## src/pma_pkg.sv

```systemverilog
// Function
// - host never writes reserved phy slots and ignores their read value
// - host loads register number and sets reserved bit 8 before any operation
// - while a read is busy host starts no scan, writes no write data
// - after busy clears host clears read enable, then fetches read data
// - phy writes replace all sixteen bits; read, modify, then write back
// - host loads write data low byte first, high byte second
// - while write is busy host starts no scan, write or read
// - during scan, low and high read bytes may come from different reads
// - while scanning host writes no write data and starts no single read
// - cancel scan by clearing scan enable, poll busy, then start anew
// - select register bits 4-0 hold register number, bits 12-8 hold 00001
package pma_pkg;

    // timing of one management operation
    localparam int PMA_OP_TIME_NS   = 25600;
    localparam int PMA_CLK_PERIOD_NS = 20;
    localparam int PMA_OP_CYCLES    =
        (PMA_OP_TIME_NS + PMA_CLK_PERIOD_NS - 1) / PMA_CLK_PERIOD_NS;

    // device register byte addresses on the device port
    localparam logic [7:0] PMA_DEV_SEL_LO   = 8'h00;
    localparam logic [7:0] PMA_DEV_SEL_HI   = 8'h01;
    localparam logic [7:0] PMA_DEV_CMD_LO   = 8'h02;
    localparam logic [7:0] PMA_DEV_WR_LO    = 8'h04;
    localparam logic [7:0] PMA_DEV_WR_HI    = 8'h05;
    localparam logic [7:0] PMA_DEV_RD_LO    = 8'h06;
    localparam logic [7:0] PMA_DEV_RD_HI    = 8'h07;
    localparam logic [7:0] PMA_DEV_STAT_LO  = 8'h08;

    // values written to the device
    localparam logic [7:0] PMA_SEL_HI_VAL   = 8'h01;
    localparam logic [7:0] PMA_CMD_NONE     = 8'h00;
    localparam logic [7:0] PMA_CMD_READ     = 8'h01;
    localparam logic [7:0] PMA_CMD_SCAN     = 8'h02;
    localparam logic [7:0] PMA_ZERO_BYTE    = 8'h00;

    // device status bits
    localparam int PMA_DST_BUSY   = 0;
    localparam int PMA_DST_SCAN   = 1;
    localparam int PMA_DST_NOT_VALID = 2;

    // software register map
    localparam int PMA_SW_AW = 3;
    localparam logic [PMA_SW_AW-1:0] PMA_SW_CTRL   = 3'h0;
    localparam logic [PMA_SW_AW-1:0] PMA_SW_PHYREG = 3'h1;
    localparam logic [PMA_SW_AW-1:0] PMA_SW_WDATA  = 3'h2;
    localparam logic [PMA_SW_AW-1:0] PMA_SW_RDATA  = 3'h3;
    localparam logic [PMA_SW_AW-1:0] PMA_SW_STATUS = 3'h4;

    localparam int PMA_CTRL_READ  = 0;
    localparam int PMA_CTRL_WRITE = 1;
    localparam int PMA_CTRL_SCAN  = 2;
    localparam int PMA_CTRL_STOP  = 3;

    localparam int PMA_ST_BUSY    = 0;
    localparam int PMA_ST_SCAN    = 1;
    localparam int PMA_ST_VALID   = 2;
    localparam int PMA_ST_REFUSED = 3;

    localparam int PMA_PHYREG_W = 5;
    // one bit per phy address that holds a usable register
    localparam logic [31:0] PMA_USER_REG_MASK = 32'h8802_0073;

    typedef enum logic [3:0] {
        PMA_S_IDLE     = 4'b0000,
        PMA_S_SEL_LO   = 4'b0001,
        PMA_S_SEL_HI   = 4'b0010,
        PMA_S_CMD_SET  = 4'b0011,
        PMA_S_WR_LO    = 4'b0100,
        PMA_S_WR_HI    = 4'b0101,
        PMA_S_WAIT     = 4'b0110,
        PMA_S_POLL     = 4'b0111,
        PMA_S_POLL_CHK = 4'b1000,
        PMA_S_CMD_CLR  = 4'b1001,
        PMA_S_RD_LO    = 4'b1010,
        PMA_S_RD_LO_CAP = 4'b1011,
        PMA_S_RD_HI    = 4'b1100,
        PMA_S_RD_HI_CAP = 4'b1101,
        PMA_S_SCAN_WAIT = 4'b1110,
        PMA_S_STOP     = 4'b1111
    } pma_state_e;

    typedef enum logic [1:0] {
        PMA_OP_READ  = 2'b00,
        PMA_OP_WRITE = 2'b01,
        PMA_OP_SCAN  = 2'b10,
        PMA_OP_STOP  = 2'b11
    } pma_op_e;

    function automatic logic pma_is_user_reg(input logic [4:0] num);
        return PMA_USER_REG_MASK[num];
    endfunction

endpackage

```

## src/pma_engine.sv

```systemverilog
// The register offsets and strobed register access were chosen for this implementation.
module pma_engine
    import pma_pkg::*;
#(
    parameter int OP_CYCLES = PMA_OP_CYCLES
) (
    input  wire logic                 i_core_clk,
    input  wire logic                 i_reset_n,
    input  wire logic [PMA_SW_AW-1:0] i_sw_addr,
    input  wire logic [15:0]          i_sw_wdata,
    input  wire logic                 i_sw_wr,
    input  wire logic                 i_sw_rd,
    output logic      [15:0]          o_sw_rdata,
    output logic      [7:0]           o_dev_addr,
    output logic      [7:0]           o_dev_wdata,
    output logic                      o_dev_wr,
    output logic                      o_dev_rd,
    input  wire logic [7:0]           i_dev_rdata,
    output logic                      o_busy
);
    logic                    rst_n;
    pma_state_e              state_ff;
    pma_state_e              nxt_state;
    pma_op_e                 op_ff;
    logic [PMA_PHYREG_W-1:0] phyreg_ff;
    logic [PMA_PHYREG_W-1:0] sel_ff;
    logic [15:0]             wdata_ff;
    logic [15:0]             wsnap_ff;
    logic [15:0]             rdata_ff;
    logic [7:0]              rlo_ff;
    logic                    valid_ff;
    logic                    refused_ff;
    logic                    stop_req_ff;
    logic [15:0]             sw_rdata_ff;
    logic [7:0]              dev_addr_ff;
    logic [7:0]              dev_wdata_ff;
    logic                    dev_wr_ff;
    logic                    dev_rd_ff;
    logic [7:0]              nxt_dev_addr;
    logic [7:0]              nxt_dev_wdata;
    logic                    nxt_dev_wr;
    logic                    nxt_dev_rd;
    logic                    ctrl_wr;
    logic                    start_any;
    logic                    start_ok;
    logic                    stop_ok;
    logic                    timer_start;
    logic                    timer_done;
    logic                    poll_done;

    pma_reset_sync u_rst (
        .i_core_clk (i_core_clk),
        .i_reset_n  (i_reset_n),
        .o_rst_n    (rst_n)
    );

    pma_wait_timer #(
        .CYCLES (OP_CYCLES)
    ) u_timer (
        .i_core_clk (i_core_clk),
        .i_rst_n    (rst_n),
        .i_start    (timer_start),
        .o_done     (timer_done)
    );

    assign ctrl_wr   = i_sw_wr && (i_sw_addr == PMA_SW_CTRL);
    assign start_any = ctrl_wr && (i_sw_wdata[PMA_CTRL_READ]
                     || i_sw_wdata[PMA_CTRL_WRITE]
                     || i_sw_wdata[PMA_CTRL_SCAN]);
    // one operation at a time, never on a reserved or empty slot
    assign start_ok  = start_any && (state_ff == PMA_S_IDLE)
                     && pma_is_user_reg(phyreg_ff);
    assign stop_ok   = ctrl_wr && i_sw_wdata[PMA_CTRL_STOP]
                     && (op_ff == PMA_OP_SCAN)
                     && (state_ff != PMA_S_IDLE);

    // the device flags completion differently for the first scan read
    assign poll_done = (op_ff == PMA_OP_SCAN)
                     ? !i_dev_rdata[PMA_DST_NOT_VALID]
                     : !i_dev_rdata[PMA_DST_BUSY];

    always_comb begin
        nxt_state = state_ff;
        unique case (state_ff)
            PMA_S_IDLE:      if (start_ok) nxt_state = PMA_S_SEL_LO;
            PMA_S_SEL_LO:    nxt_state = PMA_S_SEL_HI;
            PMA_S_SEL_HI:    nxt_state = (op_ff == PMA_OP_WRITE)
                                       ? PMA_S_WR_LO : PMA_S_CMD_SET;
            PMA_S_CMD_SET:   nxt_state = PMA_S_WAIT;
            PMA_S_WR_LO:     nxt_state = PMA_S_WR_HI;
            PMA_S_WR_HI:     nxt_state = PMA_S_WAIT;
            PMA_S_WAIT:      if (timer_done) nxt_state = PMA_S_POLL;
            PMA_S_POLL:      nxt_state = PMA_S_POLL_CHK;
            PMA_S_POLL_CHK: begin
                if (!poll_done) begin
                    nxt_state = PMA_S_POLL;
                end else if (op_ff == PMA_OP_READ) begin
                    nxt_state = PMA_S_CMD_CLR;
                end else if (op_ff == PMA_OP_SCAN) begin
                    nxt_state = PMA_S_RD_LO;
                end else begin
                    nxt_state = PMA_S_IDLE;
                end
            end
            PMA_S_CMD_CLR:   nxt_state = PMA_S_RD_LO;
            PMA_S_RD_LO:     nxt_state = PMA_S_RD_LO_CAP;
            PMA_S_RD_LO_CAP: nxt_state = PMA_S_RD_HI;
            PMA_S_RD_HI:     nxt_state = PMA_S_RD_HI_CAP;
            PMA_S_RD_HI_CAP: begin
                if (op_ff == PMA_OP_READ) begin
                    nxt_state = PMA_S_IDLE;
                end else if (stop_req_ff || stop_ok) begin
                    nxt_state = PMA_S_STOP;
                end else begin
                    nxt_state = PMA_S_SCAN_WAIT;
                end
            end
            PMA_S_SCAN_WAIT: begin
                if (stop_req_ff || stop_ok) begin
                    nxt_state = PMA_S_STOP;
                end else if (timer_done) begin
                    nxt_state = PMA_S_RD_LO;
                end
            end
            PMA_S_STOP:      nxt_state = PMA_S_WAIT;
        endcase
    end

    assign timer_start = (nxt_state != state_ff)
                       && ((nxt_state == PMA_S_WAIT)
                       || (nxt_state == PMA_S_SCAN_WAIT));

    // device strobes are decoded from the state being entered, so they
    // leave flip-flops in step with that state
    always_comb begin
        nxt_dev_addr  = PMA_DEV_SEL_LO;
        nxt_dev_wdata = PMA_ZERO_BYTE;
        nxt_dev_wr    = 1'b0;
        nxt_dev_rd    = 1'b0;
        unique case (nxt_state)
            PMA_S_SEL_LO: begin
                nxt_dev_wr    = 1'b1;
                nxt_dev_addr  = PMA_DEV_SEL_LO;
                nxt_dev_wdata = {3'h0, phyreg_ff};
            end
            PMA_S_SEL_HI: begin
                nxt_dev_wr    = 1'b1;
                nxt_dev_addr  = PMA_DEV_SEL_HI;
                nxt_dev_wdata = PMA_SEL_HI_VAL;
            end
            PMA_S_CMD_SET: begin
                nxt_dev_wr    = 1'b1;
                nxt_dev_addr  = PMA_DEV_CMD_LO;
                nxt_dev_wdata = (op_ff == PMA_OP_SCAN) ? PMA_CMD_SCAN
                                                       : PMA_CMD_READ;
            end
            PMA_S_WR_LO: begin
                nxt_dev_wr    = 1'b1;
                nxt_dev_addr  = PMA_DEV_WR_LO;
                nxt_dev_wdata = wsnap_ff[7:0];
            end
            PMA_S_WR_HI: begin
                nxt_dev_wr    = 1'b1;
                nxt_dev_addr  = PMA_DEV_WR_HI;
                nxt_dev_wdata = wsnap_ff[15:8];
            end
            PMA_S_CMD_CLR, PMA_S_STOP: begin
                nxt_dev_wr    = 1'b1;
                nxt_dev_addr  = PMA_DEV_CMD_LO;
                nxt_dev_wdata = PMA_CMD_NONE;
            end
            PMA_S_POLL: begin
                nxt_dev_rd    = 1'b1;
                nxt_dev_addr  = PMA_DEV_STAT_LO;
            end
            PMA_S_RD_LO: begin
                nxt_dev_rd    = 1'b1;
                nxt_dev_addr  = PMA_DEV_RD_LO;
            end
            PMA_S_RD_HI: begin
                nxt_dev_rd    = 1'b1;
                nxt_dev_addr  = PMA_DEV_RD_HI;
            end
            default: ;
        endcase
    end

    always_ff @(posedge i_core_clk or negedge rst_n) begin
        if (!rst_n) begin
            state_ff     <= PMA_S_IDLE;
            dev_addr_ff  <= PMA_DEV_SEL_LO;
            dev_wdata_ff <= PMA_ZERO_BYTE;
            dev_wr_ff    <= 1'b0;
            dev_rd_ff    <= 1'b0;
        end else begin
            state_ff     <= nxt_state;
            dev_addr_ff  <= nxt_dev_addr;
            dev_wdata_ff <= nxt_dev_wdata;
            dev_wr_ff    <= nxt_dev_wr;
            dev_rd_ff    <= nxt_dev_rd;
        end
    end

    // operation, target and write data are frozen at start so software
    // edits during the operation cannot tear it
    always_ff @(posedge i_core_clk or negedge rst_n) begin
        if (!rst_n) begin
            op_ff    <= PMA_OP_READ;
            sel_ff   <= '0;
            wsnap_ff <= '0;
        end else if (start_ok) begin
            sel_ff   <= phyreg_ff;
            wsnap_ff <= wdata_ff;
            if (i_sw_wdata[PMA_CTRL_READ]) begin
                op_ff <= PMA_OP_READ;
            end else if (i_sw_wdata[PMA_CTRL_WRITE]) begin
                op_ff <= PMA_OP_WRITE;
            end else begin
                op_ff <= PMA_OP_SCAN;
            end
        end else if (nxt_state == PMA_S_STOP) begin
            op_ff <= PMA_OP_STOP;
        end
    end

    always_ff @(posedge i_core_clk or negedge rst_n) begin
        if (!rst_n) begin
            phyreg_ff <= '0;
            wdata_ff  <= '0;
        end else if (i_sw_wr && (i_sw_addr == PMA_SW_PHYREG)) begin
            phyreg_ff <= i_sw_wdata[PMA_PHYREG_W-1:0];
        end else if (i_sw_wr && (i_sw_addr == PMA_SW_WDATA)) begin
            wdata_ff  <= i_sw_wdata;
        end
    end

    always_ff @(posedge i_core_clk or negedge rst_n) begin
        if (!rst_n) begin
            stop_req_ff <= 1'b0;
        end else if (stop_ok) begin
            stop_req_ff <= 1'b1;
        end else if (state_ff == PMA_S_IDLE) begin
            stop_req_ff <= 1'b0;
        end
    end

    // both bytes land together, so after a single read software never sees a torn word
    always_ff @(posedge i_core_clk or negedge rst_n) begin
        if (!rst_n) begin
            rlo_ff   <= '0;
            rdata_ff <= '0;
            valid_ff <= 1'b0;
        end else begin
            if (state_ff == PMA_S_RD_LO_CAP) begin
                rlo_ff <= i_dev_rdata;
            end
            if (state_ff == PMA_S_RD_HI_CAP) begin
                rdata_ff <= {i_dev_rdata, rlo_ff};
                valid_ff <= 1'b1;
            end else if (start_ok && (i_sw_wdata[PMA_CTRL_READ]
                         || !i_sw_wdata[PMA_CTRL_WRITE])) begin
                valid_ff <= 1'b0;
            end
        end
    end

    // set wins over a same-cycle clear
    always_ff @(posedge i_core_clk or negedge rst_n) begin
        if (!rst_n) begin
            refused_ff <= 1'b0;
        end else if (start_any && !start_ok) begin
            refused_ff <= 1'b1;
        end else if (i_sw_wr && (i_sw_addr == PMA_SW_STATUS)
                     && i_sw_wdata[PMA_ST_REFUSED]) begin
            refused_ff <= 1'b0;
        end
    end

    always_ff @(posedge i_core_clk or negedge rst_n) begin
        if (!rst_n) begin
            sw_rdata_ff <= '0;
        end else if (i_sw_rd) begin
            unique case (i_sw_addr)
                PMA_SW_PHYREG: sw_rdata_ff <= {11'h0, phyreg_ff};
                PMA_SW_WDATA:  sw_rdata_ff <= wdata_ff;
                PMA_SW_RDATA:  sw_rdata_ff <= rdata_ff;
                PMA_SW_STATUS: sw_rdata_ff <= {12'h0, refused_ff, valid_ff,
                    (op_ff == PMA_OP_SCAN) && (state_ff != PMA_S_IDLE),
                    state_ff != PMA_S_IDLE};
                default:       sw_rdata_ff <= '0;
            endcase
        end else begin
            sw_rdata_ff <= '0;
        end
    end

    assign o_sw_rdata  = sw_rdata_ff;
    assign o_dev_addr  = dev_addr_ff;
    assign o_dev_wdata = dev_wdata_ff;
    assign o_dev_wr    = dev_wr_ff;
    assign o_dev_rd    = dev_rd_ff;
    assign o_busy      = state_ff != PMA_S_IDLE;
endmodule

```

## src/pma_reset_sync.sv

```systemverilog
module pma_reset_sync (
    input  wire logic i_core_clk,
    input  wire logic i_reset_n,
    output logic      o_rst_n
);
    logic meta_ff;
    logic hold_ff;

    // asserts at once, releases two edges later to avoid a ragged release
    always_ff @(posedge i_core_clk or negedge i_reset_n) begin
        if (!i_reset_n) begin
            meta_ff <= 1'b0;
            hold_ff <= 1'b0;
        end else begin
            meta_ff <= 1'b1;
            hold_ff <= meta_ff;
        end
    end

    assign o_rst_n = hold_ff;
endmodule

```

## src/pma_wait_timer.sv

```systemverilog
module pma_wait_timer #(
    parameter int CYCLES = 1280
) (
    input  wire logic i_core_clk,
    input  wire logic i_rst_n,
    input  wire logic i_start,
    output logic      o_done
);
    localparam int CW = $clog2(CYCLES + 1);
    localparam logic [CW-1:0] LOAD = CW'(CYCLES);
    localparam logic [CW-1:0] ONE  = CW'(1);

    logic [CW-1:0] count_ff;
    logic          done_ff;

    // done pulses exactly CYCLES edges after the start pulse
    always_ff @(posedge i_core_clk or negedge i_rst_n) begin
        if (!i_rst_n) begin
            count_ff <= '0;
            done_ff  <= 1'b0;
        end else begin
            done_ff <= (count_ff == ONE);
            if (i_start) begin
                count_ff <= LOAD;
            end else if (count_ff != '0) begin
                count_ff <= count_ff - ONE;
            end
        end
    end

    assign o_done = done_ff;
endmodule

```

## config.mk

```make
export PLATFORM = sky130hd
export DESIGN_NAME = pma_engine
export DESIGN_NICKNAME = d
export VERILOG_FILES = /design/src/pma_pkg.sv /design/src/pma_engine.sv /design/src/pma_reset_sync.sv /design/src/pma_wait_timer.sv
export SDC_FILE = /design/constraint.sdc
export NUM_CORES = 1
export LEC_CHECK = 0
export ABC_AREA = 1
export CAP_MARGIN = 5
export CORE_UTILIZATION = 30
export DETAILED_ROUTE_END_ITERATION = 10
export DONT_BUFFER_PORTS = 1
export MAX_ROUTING_LAYER = met4
export SETUP_SLACK_MARGIN = 0.15
export SLEW_MARGIN = 20
export SYNTH_ARGS = -nofsm -noshare
export SYNTH_HDL_FRONTEND = slang
export SYNTH_HIERARCHICAL = 1
export SYNTH_SLANG_ARGS = --single-unit
```

## constraint.sdc

```tcl
create_clock -name i_core_clk -period 3.71 [get_ports i_core_clk]
set_input_delay 0 -clock i_core_clk [delete_from_list [all_inputs] [get_ports i_core_clk]]
set_output_delay 0 -clock i_core_clk [all_outputs]
set_load 0.05 [all_outputs]
```

==> results_dict.tcl <==
set metrics [dict create \
    ant_nets 0 \
    ys_async_sr_fraction_pct 100.0 \
    peakVddDrop_uv 341.4 \
    clk_latency_ps 420 \
    grt_pass1_wl_um 21830 \
    placed_cells 788 \
    cp_data_required_time_ps 4020 \
    syn_avg_cell_area_um2 8.812 \
    drtIter0Drc 366 \
    cts.sinks 114 \
    ios 66 \
    finalCritPeriodShare_pct 70.25 \
    ys_ff_latch 114 \
    cts_tree "built" \
    htreeDepth 4 \
    synth_cell_type_count 38 \
    layout_common_cells "155 x nand2_1, 113 x dfrtp_1, 71 x inv_1" \
    hold_path_depth 4 \
    tightestPinTransition_ps 883.7 \
    path_clk_slew_ps 60 \
    gp_congestion 0.9424 \
    drcViolationCount 0 \
    path_max_fanout 12 \
    die-area_um2 17590 \
    rsz0062_at_grt "false" \
    synth_edf_count 0 \
    worstSetupEndpointType "flip-flop" \
    hp-class "in -> reg" \
    final_area_um2 6337 \
    start_util_pct 30.76 \
    post-cts-setup-buffer-count 0 \
    rows 47 \
    timing.rr.end "u_timer/count_ff[7]" \
    coreArea_um2 16640 \
    clock_skew_ps 8.280 \
    final-max-slew-violation-count 0 \
    clk_path_buf_depth 2 \
    routed_wirelength_um 13520 \
    synthCells 581 \
    post_cts_resized 0 \
    min_period_ps 2606 \
    synth-main-ff-cell "dfrtp_1" \
    clockRootBuffer "clkbuf_16" \
    maxCapViolCount 0 \
    track_usage_pct 17.11 \
    nets 661 \
    reg2reg_from "state_ff[0]" \
    die_w_um 132.6 \
    r2r_cells 14 \
    viasPerCell 4.644 \
    ctsHoldBuffers 41 \
    area_growth_pct 23.78 \
    fill_cells 1671 \
    vias 4003 \
    die-height_um 132.6 \
    reg2reg_slack_ps 1100 \
    cp.arrival_ps 2920 \
    synth_seq_area_share_pct 55.72 \
    ys_warn_count 6 \
    final_common_cell "nand2_1" \
    power_density_nw_per_um2 505.7 \
    drive_gt1_share_pct 12.95 \
    io_buffers 0 \
    worst_hold_startpoint "i_sw_addr[1]" \
    fin_setup_tns_ps 0 \
    status "complete, no violations" \
    crit_type "reg -> reg" \
    fmax_mhz 383.7 \
    power_mw 3.205 \
    dr.pass1.iters 5 \
    setup_viol 0 \
    critPathLaunchType "flip-flop" \
    p_leak_nw 3.172 \
    cts_made_buffers 17 \
    hold_viol_final 0 \
    final_core_util_pct 38.08 \
    wire_per_inst_um 15.69 \
    placed_cell_area_um2 5333 \
    grt_pass1_vias 4012 \
    grt_max_degree 60 \
    grt-ovfl-total 0 \
    slew_headroom_pct 40.95 \
    hold_end "o_sw_rdata[12]" \
    synthesis.area_um2 5120 \
    finalNonFillerCells 862 \
    dp_hpwl_um 9394 \
    antenna_found_initial 1 \
]
metal layers:
metal / global-route usage, % / part of all wire, %
met5: - / 0
met1: 22.18 / 47
met3: 4.828 / 5.8
met4: 6.386 / 2.2
met2: 25.32 / 45
worst max-delay path: stages, from the launching register on:
cell and delay (ps):
dfrtp_1 420, nor2_1 110, buf_4 190, nand2_1 390, inv_2 180, nand2_1 90
nand2_1 90, nand2_1 50, nand2_1 80, nand2_1 80, nor3b_2 170, inv_1 320
nand3_4 160, inv_2 110, nor2_1 50
through the flow:
step | setup slack, ps | hold WS [ps]
2_1_floorplan | 299.0 | -295.6
3_3_place_gp | 1182 | -295.5
3_5_place_dp | 1132 | -295.5
4_1_cts | 1120 | 4.606
5_1_grt | 842.9 | 31.48
6_report | 1104 | 9.568
layout make-up:
class	count	area [um2]	share of cell area, %
Sequential cell	114	2856	45.07
Multi-Input combinational cell	372	1878	29.63
Clock buffer	23	488.0	7.700
Timing Repair Buffer	45	440.4	6.950
Inverter	78	292.8	4.620
Tap cell	220	275.3	4.344
Clock inverter	9	103.9	1.639
Antenna cell	1	2.502	0.03949
worst max path at each step:
stage | endpoint | slack (ps) | cells after the start | start
after floorplan | o_dev_addr[0] | 300 | 0 | u_rst/o_rst_n
after global placement | u_timer/count_ff[7] | 1180 | 14 | state_ff[0]
after detailed placement | u_timer/count_ff[7] | 1130 | 14 | state_ff[0]
after CTS | u_timer/count_ff[7] | 1120 | 14 | state_ff[0]
after global routing | u_timer/count_ff[7] | 840 | 14 | state_ff[0]
final | u_timer/count_ff[7] | 1100 | 14 | state_ff[0]
synthesized netlist by cell type (2+ instances only):
| cell | number | area (um2) |
|---|---|---|
| nand2_1 | 155 | 581.8 |
| dfrtp_1 | 114 | 2853 |
| inv_1 | 71 | 266.5 |
| o21ai_0 | 46 | 230.2 |
| nor2_1 | 42 | 157.7 |
| nand3_1 | 32 | 160.2 |
| a21oi_1 | 17 | 85.08 |
| mux2_2 | 11 | 123.9 |
| nand4_1 | 9 | 56.30 |
| nand2_2 | 8 | 50.05 |
| buf_2 | 7 | 35.03 |
| buf_4 | 7 | 52.55 |
| nor2_2 | 7 | 43.79 |
| clkbuf_1 | 6 | 22.52 |
| inv_2 | 6 | 22.52 |
| o22ai_1 | 6 | 37.54 |
| o221ai_1 | 4 | 35.03 |
| a221oi_1 | 3 | 26.28 |
| nor2_4 | 3 | 33.78 |
| conb_1 | 2 | 7.510 |
| ha_1 | 2 | 25.02 |
| nand3_2 | 2 | 20.02 |
| nand3_4 | 2 | 35.03 |
| nor3_1 | 2 | 10.01 |
| o21ai_2 | 2 | 17.52 |
| o21bai_1 | 2 | 15.01 |
| or2_2 | 2 | 12.51 |
flip-flops by register name (all words and copies together), names as in the netlist, 5 cells and up:
signal            count
wdata_ff             16
wsnap_ff             16
rlo_ff                8
o_dev_wdata           8
o_sw_rdata           16
u_timer/count_ff     11
rdata_ff             16
phyreg_ff             5
report_power, final:
group,switching (mW),internal (mW)
combinational,0.100,0.0831
clock,0.580,1.05
sequential,0.0847,1.30
total,0.765,2.44
cell families (layout without fill, tap and decap cells):
logic type      Yosys count  after routing  synth area share [%]
flops                   114            114                 55.72
compound gates           85             85                 9.458
buf+inv                  98            155                 7.869
fa+ha+maj                 2              2                0.4887
simple gates            269            269                 23.90
mux                      11             11                 2.419
other cells               2              6                0.1467
(Power assumes the default switching activity.)
